## config.mk

```make
export PLATFORM = sky130hd
export DESIGN_NAME = port_frame_statistics_counters
export DESIGN_NICKNAME = d
export VERILOG_FILES = /design/src/verilog/port_stats_pkg.sv /design/src/verilog/port_frame_statistics_counters.sv
export SDC_FILE = /design/constraint.sdc
export NUM_CORES = 1
export LEC_CHECK = 0
export BUFFER_PORTS_ARGS = -buffer_cell sky130_fd_sc_hd__buf_2
export CORE_AREA = 2 2 382 384
export CTS_CLUSTER_DIAMETER = 200
export CTS_CLUSTER_SIZE = 16
export DETAILED_ROUTE_END_ITERATION = 10
export DIE_AREA = 0 0 384 386
export MAX_ROUTING_LAYER = met4
export PLACE_DENSITY = 0.49
export SLEW_MARGIN = 5
export SYNTH_ARGS = -nofsm -noshare
export SYNTH_HDL_FRONTEND = slang
export SYNTH_SLANG_ARGS = --single-unit
```

## constraint.sdc

```tcl
create_clock -name core_clk_in -period 3.75 [get_ports core_clk_in]
set_clock_uncertainty 0.05 [all_clocks]
set_input_delay 0.1875 -clock core_clk_in [delete_from_list [all_inputs] [get_ports core_clk_in]]
set_output_delay 0.1875 -clock core_clk_in [all_outputs]
set_load 0.005 [all_outputs]
```

## src/verilog/port_stats_pkg.sv

```systemverilog
/*
  Constants shared by the per-port frame statistics counter block.
  Assumes nothing beyond a SystemVerilog compiler.
*/
package port_stats_pkg;
  localparam int LEN_W = 16;
  localparam int CNT_W = 32;
  localparam int OCT_W = 48;
  localparam logic [LEN_W-1:0] LEN_64 = 16'h0040;
  localparam logic [LEN_W-1:0] LEN_127 = 16'h007f;
  localparam logic [LEN_W-1:0] LEN_255 = 16'h00ff;
  localparam logic [LEN_W-1:0] LEN_511 = 16'h01ff;
  localparam logic [LEN_W-1:0] LEN_1023 = 16'h03ff;
  localparam logic [LEN_W-1:0] LEN_1518 = 16'h05ee;
  localparam logic [LEN_W-1:0] LEN_1522 = 16'h05f2;
  localparam logic [CNT_W-1:0] CNT_RESET = 32'h0000_0000;
  localparam logic [OCT_W-1:0] OCT_RESET = 48'h0000_0000_0000;
  // Length bucket indices.
  localparam int BKT_64 = 0;
  localparam int BKT_127 = 1;
  localparam int BKT_255 = 2;
  localparam int BKT_511 = 3;
  localparam int BKT_1023 = 4;
  localparam int BKT_1518 = 5;
  localparam int BKT_1522 = 6;
  localparam int BKT_OVER = 7;
  localparam int BKT_N = 8;
  typedef enum logic [1:0] {
    ADDR_UNICAST = 2'h0,
    ADDR_MULTICAST = 2'h1,
    ADDR_BROADCAST = 2'h2
  } addr_kind_t;
endpackage : port_stats_pkg

```

## src/verilog/port_frame_statistics_counters.sv

```systemverilog
/*
  Per-port Ethernet frame statistics counters for receive and transmit.
  Assumes the port MAC reports one end-of-frame status pulse per frame
  per direction, synchronous to core_clk_in; counters are read directly.
*/
`timescale 1ns/1ps
// Summary of operation
// - Octet counters add every frame length, FCS included.
// - Count exactly 64-octet frames per direction.
// - Count 65 to 127 octet frames.
// - Count 128 to 255 octet frames.
// - Count 256 to 511 octet frames.
// - Count 512 to 1023 octet frames.
// - Count 1024 to 1518 octet frames.
// - Count 1519 to 1522 octet tagged frames.
// - Count received frames above 1522 octets.
// - Count received frames without any error.
// - Count good received unicast frames delivered upward.
// - Count received multicast frames, broadcast excluded.
// - Count received broadcast frames only.
// - Count received frames with any MAC error.
// - Jabber: over 1518 octets with bad FCS.
// - Count received frames under 64 octets.
// - Alignment: 64-1518, bad FCS, odd bits.
// - FCS error: 64-1518, bad FCS, whole octets.
// - Count PAUSE frames, not in half duplex.
module port_frame_statistics_counters (
  input wire logic core_clk_in,
  input wire logic rst_n_in,
  input wire logic clk_en_in,
  input wire logic half_duplex_in,
  input wire logic rx_end_in,
  input wire logic [port_stats_pkg::LEN_W-1:0] rx_len_in,
  input wire port_stats_pkg::addr_kind_t rx_addr_kind_in,
  input wire logic rx_fcs_bad_in,
  input wire logic rx_dribble_in,
  input wire logic rx_other_err_in,
  input wire logic rx_pause_in,
  input wire logic tx_end_in,
  input wire logic [port_stats_pkg::LEN_W-1:0] tx_len_in,
  output logic [port_stats_pkg::OCT_W-1:0] rx_octets_out,
  output logic [port_stats_pkg::OCT_W-1:0] tx_octets_out,
  output logic [port_stats_pkg::BKT_N*port_stats_pkg::CNT_W-1:0] rx_bucket_out,
  output logic [port_stats_pkg::BKT_N*port_stats_pkg::CNT_W-1:0] tx_bucket_out,
  output logic [port_stats_pkg::CNT_W-1:0] rx_good_out,
  output logic [port_stats_pkg::CNT_W-1:0] rx_unicast_out,
  output logic [port_stats_pkg::CNT_W-1:0] rx_multicast_out,
  output logic [port_stats_pkg::CNT_W-1:0] rx_broadcast_out,
  output logic [port_stats_pkg::CNT_W-1:0] rx_mac_err_out,
  output logic [port_stats_pkg::CNT_W-1:0] rx_jabber_out,
  output logic [port_stats_pkg::CNT_W-1:0] rx_undersize_out,
  output logic [port_stats_pkg::CNT_W-1:0] rx_align_err_out,
  output logic [port_stats_pkg::CNT_W-1:0] rx_fcs_err_out,
  output logic [port_stats_pkg::CNT_W-1:0] rx_pause_out
);
  import port_stats_pkg::*;

  // One-hot bucket of a length of 64 or more; shorter lengths hit no bucket, lengths above 1522 hit the last bucket.
  function automatic logic [BKT_N-1:0] bucket_of(input logic [LEN_W-1:0] len);
    logic [BKT_N-1:0] b;
    b = '0;
    b[BKT_64] = (len == LEN_64);
    b[BKT_127] = (len > LEN_64) && (len <= LEN_127);
    b[BKT_255] = (len > LEN_127) && (len <= LEN_255);
    b[BKT_511] = (len > LEN_255) && (len <= LEN_511);
    b[BKT_1023] = (len > LEN_511) && (len <= LEN_1023);
    b[BKT_1518] = (len > LEN_1023) && (len <= LEN_1518);
    b[BKT_1522] = (len > LEN_1518) && (len <= LEN_1522);
    b[BKT_OVER] = (len > LEN_1522);
    return b;
  endfunction : bucket_of

  function automatic logic [CNT_W-1:0] bump(input logic [CNT_W-1:0] c, input logic hit);
    // Plain wrap past all ones keeps the counter free-running.
    return c + {{(CNT_W-1){1'b0}}, hit};
  endfunction : bump

  // Classification is decided from the end-of-frame status alone.
  wire logic rx_ev = clk_en_in && rx_end_in;
  wire logic tx_ev = clk_en_in && tx_end_in;
  wire logic [BKT_N-1:0] rx_bkt = bucket_of(rx_len_in);
  wire logic [BKT_N-1:0] tx_bkt = bucket_of(tx_len_in);
  wire logic rx_short = rx_len_in < LEN_64;
  wire logic rx_long = rx_len_in > LEN_1518;
  wire logic rx_in_range = !rx_short && !rx_long;
  wire logic rx_any_err = rx_fcs_bad_in || rx_other_err_in || rx_short || rx_long;
  wire logic rx_ok = !rx_any_err;
  wire logic hit_good = rx_ev && rx_ok;
  wire logic hit_uni = hit_good && (rx_addr_kind_in == ADDR_UNICAST);
  wire logic hit_multi = rx_ev && (rx_addr_kind_in == ADDR_MULTICAST);
  wire logic hit_bcast = rx_ev && (rx_addr_kind_in == ADDR_BROADCAST);
  wire logic hit_mac_err = rx_ev && rx_any_err;
  wire logic hit_jabber = rx_ev && rx_long && rx_fcs_bad_in;
  wire logic hit_under = rx_ev && rx_short;
  wire logic hit_align = rx_ev && rx_in_range && rx_fcs_bad_in && rx_dribble_in;
  wire logic hit_fcs = rx_ev && rx_in_range && rx_fcs_bad_in && !rx_dribble_in;
  wire logic hit_pause = rx_ev && rx_pause_in && !half_duplex_in;
  wire logic [OCT_W-1:0] rx_oct_add = rx_ev ? {{(OCT_W-LEN_W){1'b0}}, rx_len_in} : '0;
  wire logic [OCT_W-1:0] tx_oct_add = tx_ev ? {{(OCT_W-LEN_W){1'b0}}, tx_len_in} : '0;

  // Counters wrap silently; software that reads them must allow for rollover.
  logic [OCT_W-1:0] rx_oct_q;
  logic [OCT_W-1:0] tx_oct_q;
  logic [CNT_W-1:0] rx_bkt_q [BKT_N];
  logic [CNT_W-1:0] tx_bkt_q [BKT_N];
  logic [CNT_W-1:0] good_q;
  logic [CNT_W-1:0] uni_q;
  logic [CNT_W-1:0] multi_q;
  logic [CNT_W-1:0] bcast_q;
  logic [CNT_W-1:0] mac_err_q;
  logic [CNT_W-1:0] jabber_q;
  logic [CNT_W-1:0] under_q;
  logic [CNT_W-1:0] align_q;
  logic [CNT_W-1:0] fcs_q;
  logic [CNT_W-1:0] pause_q;

  // Next values; every hit term already carries the clock enable.
  wire logic [OCT_W-1:0] rx_oct_d = rx_oct_q + rx_oct_add;
  wire logic [OCT_W-1:0] tx_oct_d = tx_oct_q + tx_oct_add;

  wire logic [CNT_W-1:0] good_d = bump(good_q, hit_good);
  wire logic [CNT_W-1:0] uni_d = bump(uni_q, hit_uni);
  wire logic [CNT_W-1:0] multi_d = bump(multi_q, hit_multi);
  wire logic [CNT_W-1:0] bcast_d = bump(bcast_q, hit_bcast);
  wire logic [CNT_W-1:0] mac_err_d = bump(mac_err_q, hit_mac_err);
  wire logic [CNT_W-1:0] jabber_d = bump(jabber_q, hit_jabber);
  wire logic [CNT_W-1:0] under_d = bump(under_q, hit_under);
  wire logic [CNT_W-1:0] align_d = bump(align_q, hit_align);
  wire logic [CNT_W-1:0] fcs_d = bump(fcs_q, hit_fcs);
  wire logic [CNT_W-1:0] pause_d = bump(pause_q, hit_pause);

  // Octet totals run wider than frame counts because they grow far faster.
  // A pulse that arrives while the clock enable is low is lost, by design.
  always_ff @(posedge core_clk_in or negedge rst_n_in) begin
    if (!rst_n_in) begin
      rx_oct_q <= OCT_RESET;
    end else begin
      if (clk_en_in) begin
        rx_oct_q <= rx_oct_d;
      end
    end
  end

  always_ff @(posedge core_clk_in or negedge rst_n_in) begin
    if (!rst_n_in) begin
      tx_oct_q <= OCT_RESET;
    end else begin
      if (clk_en_in) begin
        tx_oct_q <= tx_oct_d;
      end
    end
  end

  for (genvar i = 0; i < BKT_N; i++) begin : g_bkt
    // Receive slots count every length from 64 octets up, those above 1522 octets included.
    wire logic rx_hit = rx_ev && rx_bkt[i];
    // Transmit has no count above 1522 octets, so that slot stays zero.
    wire logic tx_hit = tx_ev && tx_bkt[i] && (i != BKT_OVER);
    wire logic [CNT_W-1:0] rx_bkt_d = bump(rx_bkt_q[i], rx_hit);
    wire logic [CNT_W-1:0] tx_bkt_d = bump(tx_bkt_q[i], tx_hit);

    always_ff @(posedge core_clk_in or negedge rst_n_in) begin
      if (!rst_n_in) begin
        rx_bkt_q[i] <= CNT_RESET;
      end else begin
        if (clk_en_in) begin
          rx_bkt_q[i] <= rx_bkt_d;
        end
      end
    end

    always_ff @(posedge core_clk_in or negedge rst_n_in) begin
      if (!rst_n_in) begin
        tx_bkt_q[i] <= CNT_RESET;
      end else begin
        if (clk_en_in) begin
          tx_bkt_q[i] <= tx_bkt_d;
        end
      end
    end

    assign rx_bucket_out[i*CNT_W +: CNT_W] = rx_bkt_q[i];
    assign tx_bucket_out[i*CNT_W +: CNT_W] = tx_bkt_q[i];
  end

  // One short process per counter keeps each easy to trim or widen alone.
  always_ff @(posedge core_clk_in or negedge rst_n_in) begin
    if (!rst_n_in) begin
      good_q <= CNT_RESET;
    end else begin
      if (clk_en_in) begin
        good_q <= good_d;
      end
    end
  end

  always_ff @(posedge core_clk_in or negedge rst_n_in) begin
    if (!rst_n_in) begin
      uni_q <= CNT_RESET;
    end else begin
      if (clk_en_in) begin
        uni_q <= uni_d;
      end
    end
  end

  always_ff @(posedge core_clk_in or negedge rst_n_in) begin
    if (!rst_n_in) begin
      multi_q <= CNT_RESET;
    end else begin
      if (clk_en_in) begin
        multi_q <= multi_d;
      end
    end
  end

  always_ff @(posedge core_clk_in or negedge rst_n_in) begin
    if (!rst_n_in) begin
      bcast_q <= CNT_RESET;
    end else begin
      if (clk_en_in) begin
        bcast_q <= bcast_d;
      end
    end
  end

  always_ff @(posedge core_clk_in or negedge rst_n_in) begin
    if (!rst_n_in) begin
      mac_err_q <= CNT_RESET;
    end else begin
      if (clk_en_in) begin
        mac_err_q <= mac_err_d;
      end
    end
  end

  always_ff @(posedge core_clk_in or negedge rst_n_in) begin
    if (!rst_n_in) begin
      jabber_q <= CNT_RESET;
    end else begin
      if (clk_en_in) begin
        jabber_q <= jabber_d;
      end
    end
  end

  always_ff @(posedge core_clk_in or negedge rst_n_in) begin
    if (!rst_n_in) begin
      under_q <= CNT_RESET;
    end else begin
      if (clk_en_in) begin
        under_q <= under_d;
      end
    end
  end

  always_ff @(posedge core_clk_in or negedge rst_n_in) begin
    if (!rst_n_in) begin
      align_q <= CNT_RESET;
    end else begin
      if (clk_en_in) begin
        align_q <= align_d;
      end
    end
  end

  always_ff @(posedge core_clk_in or negedge rst_n_in) begin
    if (!rst_n_in) begin
      fcs_q <= CNT_RESET;
    end else begin
      if (clk_en_in) begin
        fcs_q <= fcs_d;
      end
    end
  end

  always_ff @(posedge core_clk_in or negedge rst_n_in) begin
    if (!rst_n_in) begin
      pause_q <= CNT_RESET;
    end else begin
      if (clk_en_in) begin
        pause_q <= pause_d;
      end
    end
  end

  // Outputs are the counter flops, so observing them never disturbs counting.
  assign rx_octets_out = rx_oct_q;
  assign tx_octets_out = tx_oct_q;
  assign rx_good_out = good_q;
  assign rx_unicast_out = uni_q;
  assign rx_multicast_out = multi_q;
  assign rx_broadcast_out = bcast_q;
  assign rx_mac_err_out = mac_err_q;
  assign rx_jabber_out = jabber_q;
  assign rx_undersize_out = under_q;
  assign rx_align_err_out = align_q;
  assign rx_fcs_err_out = fcs_q;
  assign rx_pause_out = pause_q;
endmodule : port_frame_statistics_counters

```

Word-level counts from Yosys, hierarchy flattened
Cells that the tools add are included.
{ "word_totals": {"out_inout_bits": 928, "inputBits": 44, "regBits": 896, "word_cells": 139} }
{ "classes": {"n_mux": 2, "addsub": 27, "order_cmp": 26, "n_reduce_logical": 53, "n_eq_ne": 4} }
{ "ops": {"columns": ["operator", "count"], "rows": [
  ["$add A32 B1 Y32", 25],
  ["$add A48 B16 Y48", 2],
  ["$gt A16 B7 Y1 const B", 4],
  ["$le A16 B11 Y1 const B", 4],
  ["$gt A16 B11 Y1 const B", 3],
  ["$logic_and A1 B1 Y1", 44],
  ["$eq A16 B7 Y1 const B", 2],
  ["$gt A16 B10 Y1 const B", 2],
  ["$gt A16 B8 Y1 const B", 2],
  ["$gt A16 B9 Y1 const B", 2],
  ["$le A16 B10 Y1 const B", 2],
  ["$le A16 B7 Y1 const B", 2],
  ["$le A16 B8 Y1 const B", 2],
  ["$le A16 B9 Y1 const B", 2],
  ["$mux W16", 2],
  ["$lt A16 B7 Y1 const B", 1],
  ["$logic_not A1 Y1", 5],
  ["$logic_or A1 B1 Y1", 3],
  ["$eq A2 B1 Y1 const B", 1],
  ["$eq A2 B2 Y1 const B", 1],
  ["$logic_not A2 Y1", 1]
]} }

Depth between registers and ports, before layout
Gate-level depths: netlist (run 1).
{ "depth": {"ltp_word": 7, "ltp_mapped": 17, "mapped_depth_nobuf": 16} }

Least setup slack after synthesis (run 1)
OpenSTA, ideal clock, no wires.
{ "synth_path": {"path_kind": "input -> register", "start": "input clk_en_in", "end": "register tx_oct_q[14] (netlist: tx_octets_out[14])", "setup_ns": 0.125, "n_path_buf": 6, "slack_ns": 0.366, "path_stages": 16, "arrival_time_ns": 3.209, "path_cell_list": "buf_4 -> buf_4 -> buf_2 -> buf_2 -> buf_2 -> clkbuf_1 -> and3_1 -> ha_1 -> fa_1 -> a21o_1 -> a311oi_1 -> o41a_1 -> nand2_1 -> a31oi_1 -> xnor2_1 -> mux2_2"} }
{ "synth_between": {"elab_chain_cells": 3} }
{ "synth_lines": {"columns": ["element", "line_no", "rtl"], "rows": [
  ["start: declaration", "port_frame_statistics_counters.sv:30", "input wire logic clk_en_in,"],
  ["$logic_and A1 B1 Y1", "port_frame_statistics_counters.sv:80", "wire logic tx_ev = clk_en_in && tx_end_in;"],
  ["$mux W16", "port_frame_statistics_counters.sv:99", "wire logic [OCT_W-1:0] tx_oct_add = tx_ev ? {{(OCT_W-LEN_W){1'b0}}, tx_len_in} : '0;"],
  ["$add A48 B16 Y48", "port_frame_statistics_counters.sv:119", "wire logic [OCT_W-1:0] tx_oct_d = tx_oct_q + tx_oct_add;"],
  ["end signal: assignment", "port_frame_statistics_counters.sv:149", "tx_oct_q <= tx_oct_d;"],
  ["end: declaration", "port_frame_statistics_counters.sv:103", "logic [OCT_W-1:0] tx_oct_q;"]
]} }
Parallel ways exist; a longest one is shown, timed or not.
A chain may end at the register's enable or synchronous reset.

Worst setup path in the final report (run 1)
{ "layout_path": {"start": "input clk_en_in", "end": "register rx_bkt_q, in the netlist rx_bucket_out[90]"} }
{ "layout_between": {"elab_chain_cells": 3} }
{ "layout_lines": {"columns": ["element", "line_no", "rtl"], "rows": [
  ["$logic_and A1 B1 Y1", "port_frame_statistics_counters.sv:79", "wire logic rx_ev = clk_en_in && rx_end_in;"],
  ["$logic_and A1 B1 Y1", "port_frame_statistics_counters.sv:156", "wire logic rx_hit = rx_ev && rx_bkt[i];"],
  ["$add A32 B1 Y32", "port_frame_statistics_counters.sv:75", "return c + {{(CNT_W-1){1'b0}}, hit};"],
  ["end signal: indexed assignment", "port_frame_statistics_counters.sv:167", "rx_bkt_q[i] <= rx_bkt_d;"],
  ["end: declaration", "port_frame_statistics_counters.sv:104", "logic [CNT_W-1:0] rx_bkt_q [BKT_N];"]
]} }
Parallel ways exist; a longest one is shown, timed or not.

==> results.py, run 1 <==
metrics = {
    "worst_setup_path": {
        "crit_path_cell_trace": "dlygate4sd3_1, buf_8, buf_4, nand3_1, nor4b_1, buf_4, ha_1, ha_1, nand3_1, nor3_1, nand3_1, xnor2_1",
        "path_common_cell": "nand3_1",
        "start_kind": "input pin",
        "cp-end-kind": "flop",
        "required_ns": 4.26,
        "max_stage_delay_ns": 0.64,
        "critPathArrivalTime_ns": 3.98,
        "path_class": "in -> reg",
        "cp_slowest_cell": "dlygate4sd3_1",
        "critPathMaxFanout": 40,
    },
    "power": {
        "pwr-share-seq": 0.539,
        "vdd_ir_drop_max_v": 0.000371,
        "power_density_nw_per_um2": 382,
        "intPower_mw": 13.9,
        "p_leak_nw": 26.2,
        "netSwitchingFraction": 0.276,
        "power_mw": 19.3,
        "pwr-share-comb": 0.130,
        "pwr-share-clk": 0.332,
        "p_switching_mw": 5.31,
    },
    "clocking": {
        "clkTransAtPathRegs_ns": 0.08,
        "cts_buffers": 61,
        "cts_htree_levels": 2,
        "clock_sinks": 896,
        "clock_path_buffers": 3,
        "cts_root_buffer": "clkbuf_16",
        "worstSkewPairLatency_ns": 0.69,
        "cts_tree": "done",
    },
    "synth": {
        "synth-seq-cells": 896,
        "yosysMostFrequentCell": "dfrtp_1",
        "async_flop_share": 1.00,
        "synth_cells": 3648,
        "synth_top_cell_area_share": 0.548,
        "synth_edf_count": 0,
        "ys_top_cells_by_count": "dfrtp_1 (896), xnor2_1 (619), nand2_1 (402), nand3_1 (297), nor2_1 (224)",
        "syn_area_um2": 40900,
        "ys.flop_type": "dfrtp_1",
        "avgSynthCellArea_um2": 11.2,
        "yosys_warnings": 0,
        "synth.yosys.seq_area_share": 0.548,
        "synthDistinctLibCells": 73,
        "synth_area_leaders": "dfrtp_1 (55%), xnor2_1 (13%), xor2_1 (4.8%)",
        "synth_top_cell_by_area": "dfrtp_1",
    },
    "timing": {
        "finalHoldViolCount": 0,
        "setup_tns_ns": 0,
        "worstMarginPinSlew_ns": 0.845,
        "setup_viol": 0,
        "holdWs_ns": 0.0486,
        "slew_headroom": 0.437,
        "finalCriticalPeriod_ns": 3.47,
        "rsz0062_at_grt": "no",
        "fin_crit_sh": 0.926,
        "maxSlewViolCount": 0,
        "max_freq_mhz": 288,
    },
    "floorplanning": {
        "dieArea_um2": 148000,
        "ioPinCount": 972,
        "die_h_um": 386,
        "start_util": 0.283,
        "core-area_um2": 145000,
        "fp.dieW_um": 384,
        "rows": 140,
    },
    "placement": {
        "post-dp-hpwl_um": 109000,
        "dpl.cell_count": 6590,
        "io_buffers": 939,
        "gp_congestion": 0.881,
        "dpl_cell_area_um2": 48800,
    },
    "final_layout": {
        "syn_to_final_growth_pct": 23.5,
        "nFillCells": 14864,
        "final_nets": 4869,
        "multi_input_area_um2": 18000,
        "design_area_um2": 50500,
        "drive_above_1_share": 0.264,
        "fin_cells": 6667,
        "regArea_um2": 22400,
    },
    "global_route": {
        "antenna_found_initial": 15,
        "grt_overflow": 0,
        "grt_pass1_wl_um": 202000,
        "grt_usage": 0.184,
        "grt_pass1_vias": 30136,
        "grt_max_degree": 97,
    },
    "detailed_routing": {
        "drt_iter0_markers": 1803,
        "via_per_inst": 4.61,
        "maxUsedRoutingLayer": "met4",
        "dr_wl_met2_um": 64300,
        "antenna_left": 0,
        "wl_met3_um": 9730,
        "drc": 0,
        "drt-wirelength-per-cell_um": 20.5,
        "first_pass_iters": 7,
        "vias": 30711,
        "wl_met1_um": 59100,
        "drt_wl_total_um": 136000,
    },
    "min_path": {
        "hp-class": "in -> async",
    },
    "run": {
        "cap_viol_max_count": 0,
    },
    "outcome": {
        "status": "complete, no violations",
    },
}
==> metal layers <==
layer | vias up | GRT usage
met4 | 0 | 0.0436
met2 | 735 | 0.290
met1 | 15236 | 0.235
li1 | 14596 | -
met5 | - | -
met3 | 144 | 0.0491
==> registers in the layout, summed over array words and instances (netlist names) <==
| name | flops |
|---|---|
| rx_bucket_out | 256 |
| tx_bucket_out | 224 |
| rx_octets_out | 48 |
| tx_octets_out | 48 |
| rx_align_err_out | 32 |
| rx_broadcast_out | 32 |
| rx_fcs_err_out | 32 |
| rx_good_out | 32 |
| rx_jabber_out | 32 |
| rx_mac_err_out | 32 |
| rx_multicast_out | 32 |
| rx_pause_out | 32 |
| rx_undersize_out | 32 |
| rx_unicast_out | 32 |
==> power groups by stage <==
stage | Clock (mW) | Combinational (mW) | Sequential [mW]
detailed placement | 0 | 2.56 | 10.6
global route | 7.04 | 2.81 | 10.5
CTS | 6.71 | 2.57 | 10.4
global placement | 0 | 2.56 | 10.6
finish | 6.39 | 2.50 | 10.4
floorplan | 0 | 1.23 | 10.5
==> path summary, 6_finish.rpt <==
kind | from | endpoint | slack [ns] | cells past startpoint
worst max-delay path | clk_en_in | rx_bucket_out[90] | 0.28 | 12
worst min-delay path | rst_n_in | rx_multicast_out[22] | 0.05 | 2
worst max register to register | rx_octets_out[0] | rx_octets_out[32] | 0.76 | 9
worst min register to register | tx_bucket_out[31] | tx_bucket_out[31] | 0.41 | 1
max in group asynchronous | rst_n_in | rx_bucket_out[86] | 2.37 | 3
min in group core_clk_in | rx_dribble_in | rx_fcs_err_out[0] | 0.07 | 4
==> cells by family after synthesis <==
| kind of cell | Yosys count | share of synthesized area |
|---|---|---|
| AO/OA/AOI/OAI | 104 | 0.0181 |
| buffers and inverters | 119 | 0.0145 |
| multiplexers | 75 | 0.0207 |
| flip-flops | 896 | 0.548 |
| AND/OR/NAND/NOR | 1528 | 0.192 |
| other | 1 | 0.0000917 |
| adder cells (fa/ha/maj) | 84 | 0.0261 |
| XOR/XNOR | 841 | 0.180 |
==> worst max-delay path, delay by kind of cell <==
kind                       cells  cell delay [ns]
adders and majority gates      2             0.44
xor gates and xnor gates       1             0.15
and+or+nand+nor                5             1.63
buffers and inverters          4             1.49
==> per-stage QoR <==
stage,worst slack (ns),util
global placement,-0.0342,0.338
finish,0.278,0.349
global route,0.0206,0.349
CTS,0.151,0.349
detailed placement,-0.132,0.338
floorplan,0.366,-
==> final cells by class <==
type,count,area share
Timing Repair Buffer,1073,0.117
Sequential cell,896,0.444
Tap cell,1917,0.0475
Multi-Input combinational cell,2664,0.357
Inverter,45,0.00335
Clock inverter,1,0.000174
Clock buffer,63,0.0312
Antenna cell,8,0.000397
==> layout by cell type, fill, tap and decap left out, types with 7 or more instances in the layout <==
cell type and instances:
o21ai_0 9, mux2_2 75, or2_2 10, conb_1 32, inv_1 44, xor2_1 222
diode_2 8, nand2b_1 13, and3_1 179, clkbuf_16 63, ha_1 82, xnor2_1 619
and4_1 53, nor2_1 224, dfrtp_1 896, a21oi_1 33, and2_1 28, nand3_1 297
buf_2 937, nor3b_1 8, nor3_1 61, nor4_1 11, buf_4 117, nand2_1 402
nor2b_1 11, nor4_2 11, a31oi_1 7, buf_12 12, nand4_1 182, a21o_1 14
==> timing repair <==
item / CTS / global route
hold buffers: 5 / 0
endpoints found under the setup margin: 0 / 1
hold endpoints to repair: 71 / 0
gates resized for setup: 0 / 1
setup buffers: 0 / 0
Power figures use the tool's default switching activity.
==> inputs of run 2 (changes only) <==
--- a/config.mk
+++ b/config.mk
@@ -14,4 +14,5 @@
 export MAX_ROUTING_LAYER = met4
 export PLACE_DENSITY = 0.49
+export RECOVER_POWER = 25
 export SLEW_MARGIN = 5
 export SYNTH_ARGS = -nofsm -noshare
==> constraint.sdc (replaced) <==
create_clock -name core_clk_in -period 3.75 [get_ports core_clk_in]
set_clock_uncertainty 0.05 [all_clocks]
set_input_delay 0.375 -clock core_clk_in [delete_from_list [all_inputs] [get_ports core_clk_in]]
set_output_delay 0.375 -clock core_clk_in [all_outputs]
set_load 0.005 [all_outputs]
==> results.py, run 2 (same netlist as run 1, synthesis figures left out) <==
metrics = {
    "outcome": {
        "status": "complete, but fails checks",
        "violations": "capacitance limit, slew limit",
    },
    "floorplanning": {
        "ioPinCount": 972,
        "rows": 140,
        "dieArea_um2": 148000,
        "fp.dieW_um": 384,
        "core-area_um2": 145000,
        "start_util": 0.283,
        "die_h_um": 386,
    },
    "worst_setup_path": {
        "r2r_slack_ns": 0.75,
        "critPathMaxFanout": 24,
        "r2r-start": "tx_octets_out[4]",
        "start_kind": "input pin",
        "reg2reg_to": "tx_octets_out[47]",
        "crit_path_cell_trace": "dlygate4sd3_1, buf_8, buf_4, and3_1, ha_1, o211ai_1, o21a_2, a2111oi_4, o21ai_1, a21oi_2, nand3_1, xnor2_1",
        "r2r_cells": 8,
        "cp-end-kind": "flop",
        "max_stage_delay_ns": 0.62,
        "path_class": "in -> reg",
        "cp_slowest_cell": "dlygate4sd3_1",
        "required_ns": 4.26,
        "critPathArrivalTime_ns": 3.93,
    },
    "final_layout": {
        "final_cell_mix": "buf_2 (937), dfrtp_1 (896), xnor2_1 (619), nand2_1 (402), nand3_1 (297)",
        "design_area_um2": 50800,
        "drive_above_1_share": 0.271,
        "largest_reg_flops": 256,
        "final_util": 0.352,
        "final_common_cell": "buf_2",
        "syn_to_final_growth_pct": 24.2,
        "final_nets": 4922,
    },
    "power": {
        "pwr-share-seq": 0.538,
        "pwr-share-clk": 0.332,
        "power_density_nw_per_um2": 380,
        "pwr-share-comb": 0.130,
        "intPower_mw": 14.0,
        "vdd_ir_drop_max_v": 0.000397,
        "p_switching_mw": 5.35,
        "netSwitchingFraction": 0.277,
        "p_leak_nw": 26.4,
        "power_mw": 19.3,
    },
    "clocking": {
        "cts_htree_levels": 2,
        "clkTransAtPathRegs_ns": 0.08,
        "clock_sinks": 896,
        "worstSkewPairLatency_ns": 0.69,
        "cts_root_buffer": "clkbuf_16",
        "cts_buffers": 61,
        "cts_tree": "done",
        "post_cts_buffers": 0,
        "clock_path_buffers": 3,
    },
    "placement": {
        "post-dp-hpwl_um": 110000,
        "io_buffers": 939,
        "dpl_cell_area_um2": 49300,
        "gp_congestion": 0.896,
    },
    "timing": {
        "holdWs_ns": 0.228,
        "slew_headroom": -0.675,
        "finalCriticalPeriod_ns": 3.41,
        "worstMarginPinSlew_ns": 2.51,
        "rsz0062_at_grt": "no",
        "finalHoldViolCount": 0,
        "fin_crit_sh": 0.910,
        "maxSlewViolCount": 62,
        "setup_viol": 0,
        "max_freq_mhz": 293,
    },
    "min_path": {
        "hp-start": "tx_len_in[8]",
        "holdPathEnd": "tx_bucket_out[96]",
        "min_path_cells": 5,
        "hp-class": "in -> reg",
    },
    "detailed_routing": {
        "first_pass_iters": 5,
        "drt-wirelength-per-cell_um": 20.3,
        "vias": 31028,
        "drt_iter0_markers": 1554,
        "drt_wl_total_um": 137000,
        "antenna_left": 0,
        "via_per_inst": 4.62,
        "drc": 0,
    },
    "global_route": {
        "grt_pass1_wl_um": 202000,
        "antenna_found_initial": 9,
        "grt_pass1_vias": 30481,
        "grt_max_degree": 74,
        "grt_overflow": 0,
        "grt_usage": 0.183,
    },
    "run": {
        "cap_viol_max_count": 1,
    },
}
run 2: changes by cell type in the layout (fill, tap and decap cells not counted):
cell | before | now
clkbuf_1 | 0 | 9
dlygate4sd3_1 | 5 | 2
nor4bb_2 | 1 | 0
buf_8 | 2 | 1
clkbuf_2 | 0 | 5
clkbuf_4 | 0 | 2
buf_12 | 12 | 11
nor4bb_1 | 0 | 1
buf_4 | 117 | 159
run 2: stage by stage:
step	instances	worst slack, ns	setup TNS (ns)
4_1_cts	6712	0.352	0
2_1_floorplan	3679	0.179	0
3_5_place_dp	6646	-0.0837	-0.328
3_3_place_gp	6646	-0.0189	-0.0425
5_1_grt	6716	0.0413	0
6_report	6720	0.337	0
run 2: what timing repair did:
action                                 CTS  global route
endpoints found under the hold margin   46             0
hold buffers                             2             0
setup endpoints to repair                0             0
gates resized for setup                  0             0
run 2: power groups by stage:
stage	sequential [mW]	clock, mW	combinational, mW
finish	10.4	6.41	2.51
floorplan	10.5	0	1.23
detailed placement	10.6	0	2.57
global route	10.5	7.01	2.82
CTS	10.4	6.72	2.59
global placement	10.6	0	2.58
run 2: how the worst max path moves through the flow:
| stage | startpoint | end | slack [ns] | cells past startpoint |
|---|---|---|---|---|
| after floorplan | clk_en_in | tx_octets_out[14] | 0.18 | 16 |
| after global placement | rx_len_in[12] | rx_mac_err_out[26] | -0.02 | 16 |
| after detailed placement | rx_len_in[12] | rx_good_out[28] | -0.08 | 16 |
| after CTS | clk_en_in | tx_octets_out[47] | 0.35 | 12 |
| after global routing | rst_n_in | rx_bucket_out[177] | 0.04 | 4 |
| final | clk_en_in | tx_octets_out[47] | 0.34 | 12 |
run 2: layout make-up:
type,count,area (um2)
Antenna cell,8,20.0
Tap cell,1917,2400
Inverter,45,169
Timing Repair Buffer,1126,6210
Clock inverter,1,8.76
Multi-Input combinational cell,2664,18000
Sequential cell,896,22400
Clock buffer,63,1580
Fill cell,14835,93700
run 2: per-layer routing:
metal | track usage | wire length, um | vias to the layer above
met3 | 0.0508 | 9810 | 153
li1 | - | - | 14695
met2 | 0.291 | 64600 | 720
met1 | 0.230 | 58700 | 15460
met4 | 0.0463 | 3580 | 0
met5 | - | 0 | -
run 2: worst max-delay path: cells and delay by family:
family	cells	cell delay, ns
AOI/OAI and AO/OA	5	1.57
buffers and inverters	3	1.01
and+or+nand+nor	2	0.37
adders and majority gates	1	0.37
xor gates and xnor gates	1	0.18
==> inputs of run 3 (changes only) <==
- CORE_AREA: 2 2 382 384 -> 2 2 373 375
- DIE_AREA: 0 0 384 386 -> 0 0 375 377
- PLACE_DENSITY: 0.49 -> 0.5
- clock period: 3.75 -> 3.9 ns (I/O delays scaled with it)
==> results.py, run 3 (same netlist as run 1, synthesis figures left out) <==
metrics = {
    "timing": {
        "setup_viol": 0,
        "finalCriticalPeriod_ns": 3.49,
        "fin_crit_sh": 0.894,
        "final.setup.worst_slack_ns": 0.413,
        "maxSlewViolCount": 64,
        "slew_headroom": -0.596,
        "worstMarginPinSlew_ns": 2.39,
        "finalHoldViolCount": 0,
        "rsz0062_at_grt": "no",
        "max_freq_mhz": 287,
    },
    "worst_setup_path": {
        "required_ns": 4.39,
        "cp-end-kind": "flop",
        "critPathArrivalTime_ns": 3.97,
        "critPathMaxFanout": 32,
        "r2r_slack_ns": 0.88,
        "max_stage_delay_ns": 0.60,
        "cp_slowest_cell": "dlygate4sd3_1",
        "crit_path_cell_trace": "dlygate4sd3_1, buf_8, buf_4, and3_1, ha_1, a2111oi_0, o21ai_1, a31oi_1, o22ai_2, nand4_1, nor3_1, xor2_1",
        "path_class": "in -> reg",
        "start_kind": "input pin",
    },
    "clocking": {
        "cts_root_buffer": "clkbuf_16",
        "cts_htree_levels": 2,
        "worstSkewPairLatency_ns": 0.69,
        "clock_sinks": 896,
        "cts_buffers": 61,
        "clock_path_buffers": 3,
        "cts_tree": "done",
        "clkTransAtPathRegs_ns": 0.09,
    },
    "outcome": {
        "status": "complete, but fails checks",
        "violations": "capacitance limit, slew limit",
    },
    "detailed_routing": {
        "dr_wl_met2_um": 63000,
        "drc": 0,
        "vias": 31247,
        "drt_wl_total_um": 135000,
        "wl_met3_um": 9260,
        "drt-wirelength-per-cell_um": 20.4,
        "via_per_inst": 4.72,
        "first_pass_iters": 5,
        "maxUsedRoutingLayer": "met4",
        "drt_iter0_markers": 1674,
        "wl_met1_um": 58900,
        "antenna_left": 0,
    },
    "global_route": {
        "antenna_found_initial": 18,
        "grt_pass1_vias": 30446,
        "grt_max_degree": 86,
        "grt_usage": 0.191,
        "grt_pass1_wl_um": 201000,
        "grt_overflow": 0,
    },
    "final_layout": {
        "final_util": 0.370,
        "regArea_um2": 22400,
        "nFillCells": 13915,
        "largest_reg_flops": 256,
        "final_common_cell": "buf_2",
        "final_nets": 4938,
        "final_cell_mix": "buf_2 (937), dfrtp_1 (896), xnor2_1 (619), nand2_1 (402), nand3_1 (297)",
        "drive_above_1_share": 0.273,
        "fin_cells": 6622,
        "multi_input_area_um2": 18000,
        "syn_to_final_growth_pct": 24.1,
    },
    "floorplanning": {
        "ioPinCount": 972,
        "rows": 136,
        "start_util": 0.298,
        "die_h_um": 377,
        "core-area_um2": 137000,
        "dieArea_um2": 141000,
        "fp.dieW_um": 375,
    },
    "placement": {
        "dpl.cell_count": 6539,
        "io_buffers": 939,
        "post-dp-hpwl_um": 107000,
        "gp_congestion": 0.879,
        "place_ws_ns": -0.145,
    },
    "power": {
        "vdd_ir_drop_max_v": 0.000382,
        "p_leak_nw": 26.4,
        "power_density_nw_per_um2": 365,
    },
    "min_path": {
        "hp-class": "in -> reg",
    },
    "run": {
        "cap_viol_max_count": 1,
    },
}
==> run 3: power by group <==
group / leakage [nW] / switching [mW] / internal [mW]
Combinational: 13.3 / 1.45 / 0.956
Sequential: 12.3 / 0.379 / 9.62
Clock: 0.781 / 3.30 / 2.84
==> run 3: through the flow <==
step	hold WS [ns]	TNS (ns)	power, mW	area (um2)
after global routing	0.229	0	19.5	50700
after detailed placement	0.402	-0.674	12.7	49200
after CTS	0.159	0	18.9	50900
after global placement	0.404	-0.0761	12.6	49200
after floorplan	0.0444	0	11.3	41000
final	0.245	0	18.5	50700
==> run 3: routing by layer <==
layer | vias up | GRT usage
li1 | 14757 | -
met1 | 15575 | 0.240
met2 | 754 | 0.300
met3 | 161 | 0.0530
met4 | 0 | 0.0537
met5 | - | -
==> run 3: area by class of cell <==
class                   count  share of cell area
clock inverters             1            0.000173
repair buffers           1142               0.124
well taps                1794              0.0442
diodes                     17            0.000838
inverters                  45             0.00333
flip-flops and latches    896               0.442
multi-input cells        2664               0.355
clock buffers              63              0.0311
==> run 3: final timing paths <==
path                                        endpoint  cells past startpoint                from
worst max-delay path               rx_octets_out[36]                     12           clk_en_in
worst min-delay path               rx_unicast_out[0]                      4  rx_addr_kind_in[1]
worst max register to register     tx_octets_out[47]                      8    tx_octets_out[4]
worst min register to register     rx_jabber_out[31]                      1   rx_jabber_out[31]
max in group asynchronous         tx_bucket_out[107]                      4            rst_n_in
min in group asynchronous       rx_multicast_out[26]                      2            rst_n_in
==> run 3: worst max-delay path: cells and delay by family <==
| kind | cells | cell delay (ns) |
|---|---|---|
| fa+ha+maj | 1 | 0.30 |
| xor+xnor | 1 | 0.15 |
| simple gates | 3 | 0.64 |
| buf+inv | 3 | 1.27 |
| compound gates | 4 | 1.19 |
==> run 3: what timing repair did <==
| action | CTS | global route |
|---|---|---|
| gates resized for setup | 0 | 1 |
| hold buffers | 2 | 0 |
| setup endpoints to repair | 0 | 2 |
| buffers inserted | 0 | 0 |
| hold endpoints to repair | 54 | 0 |
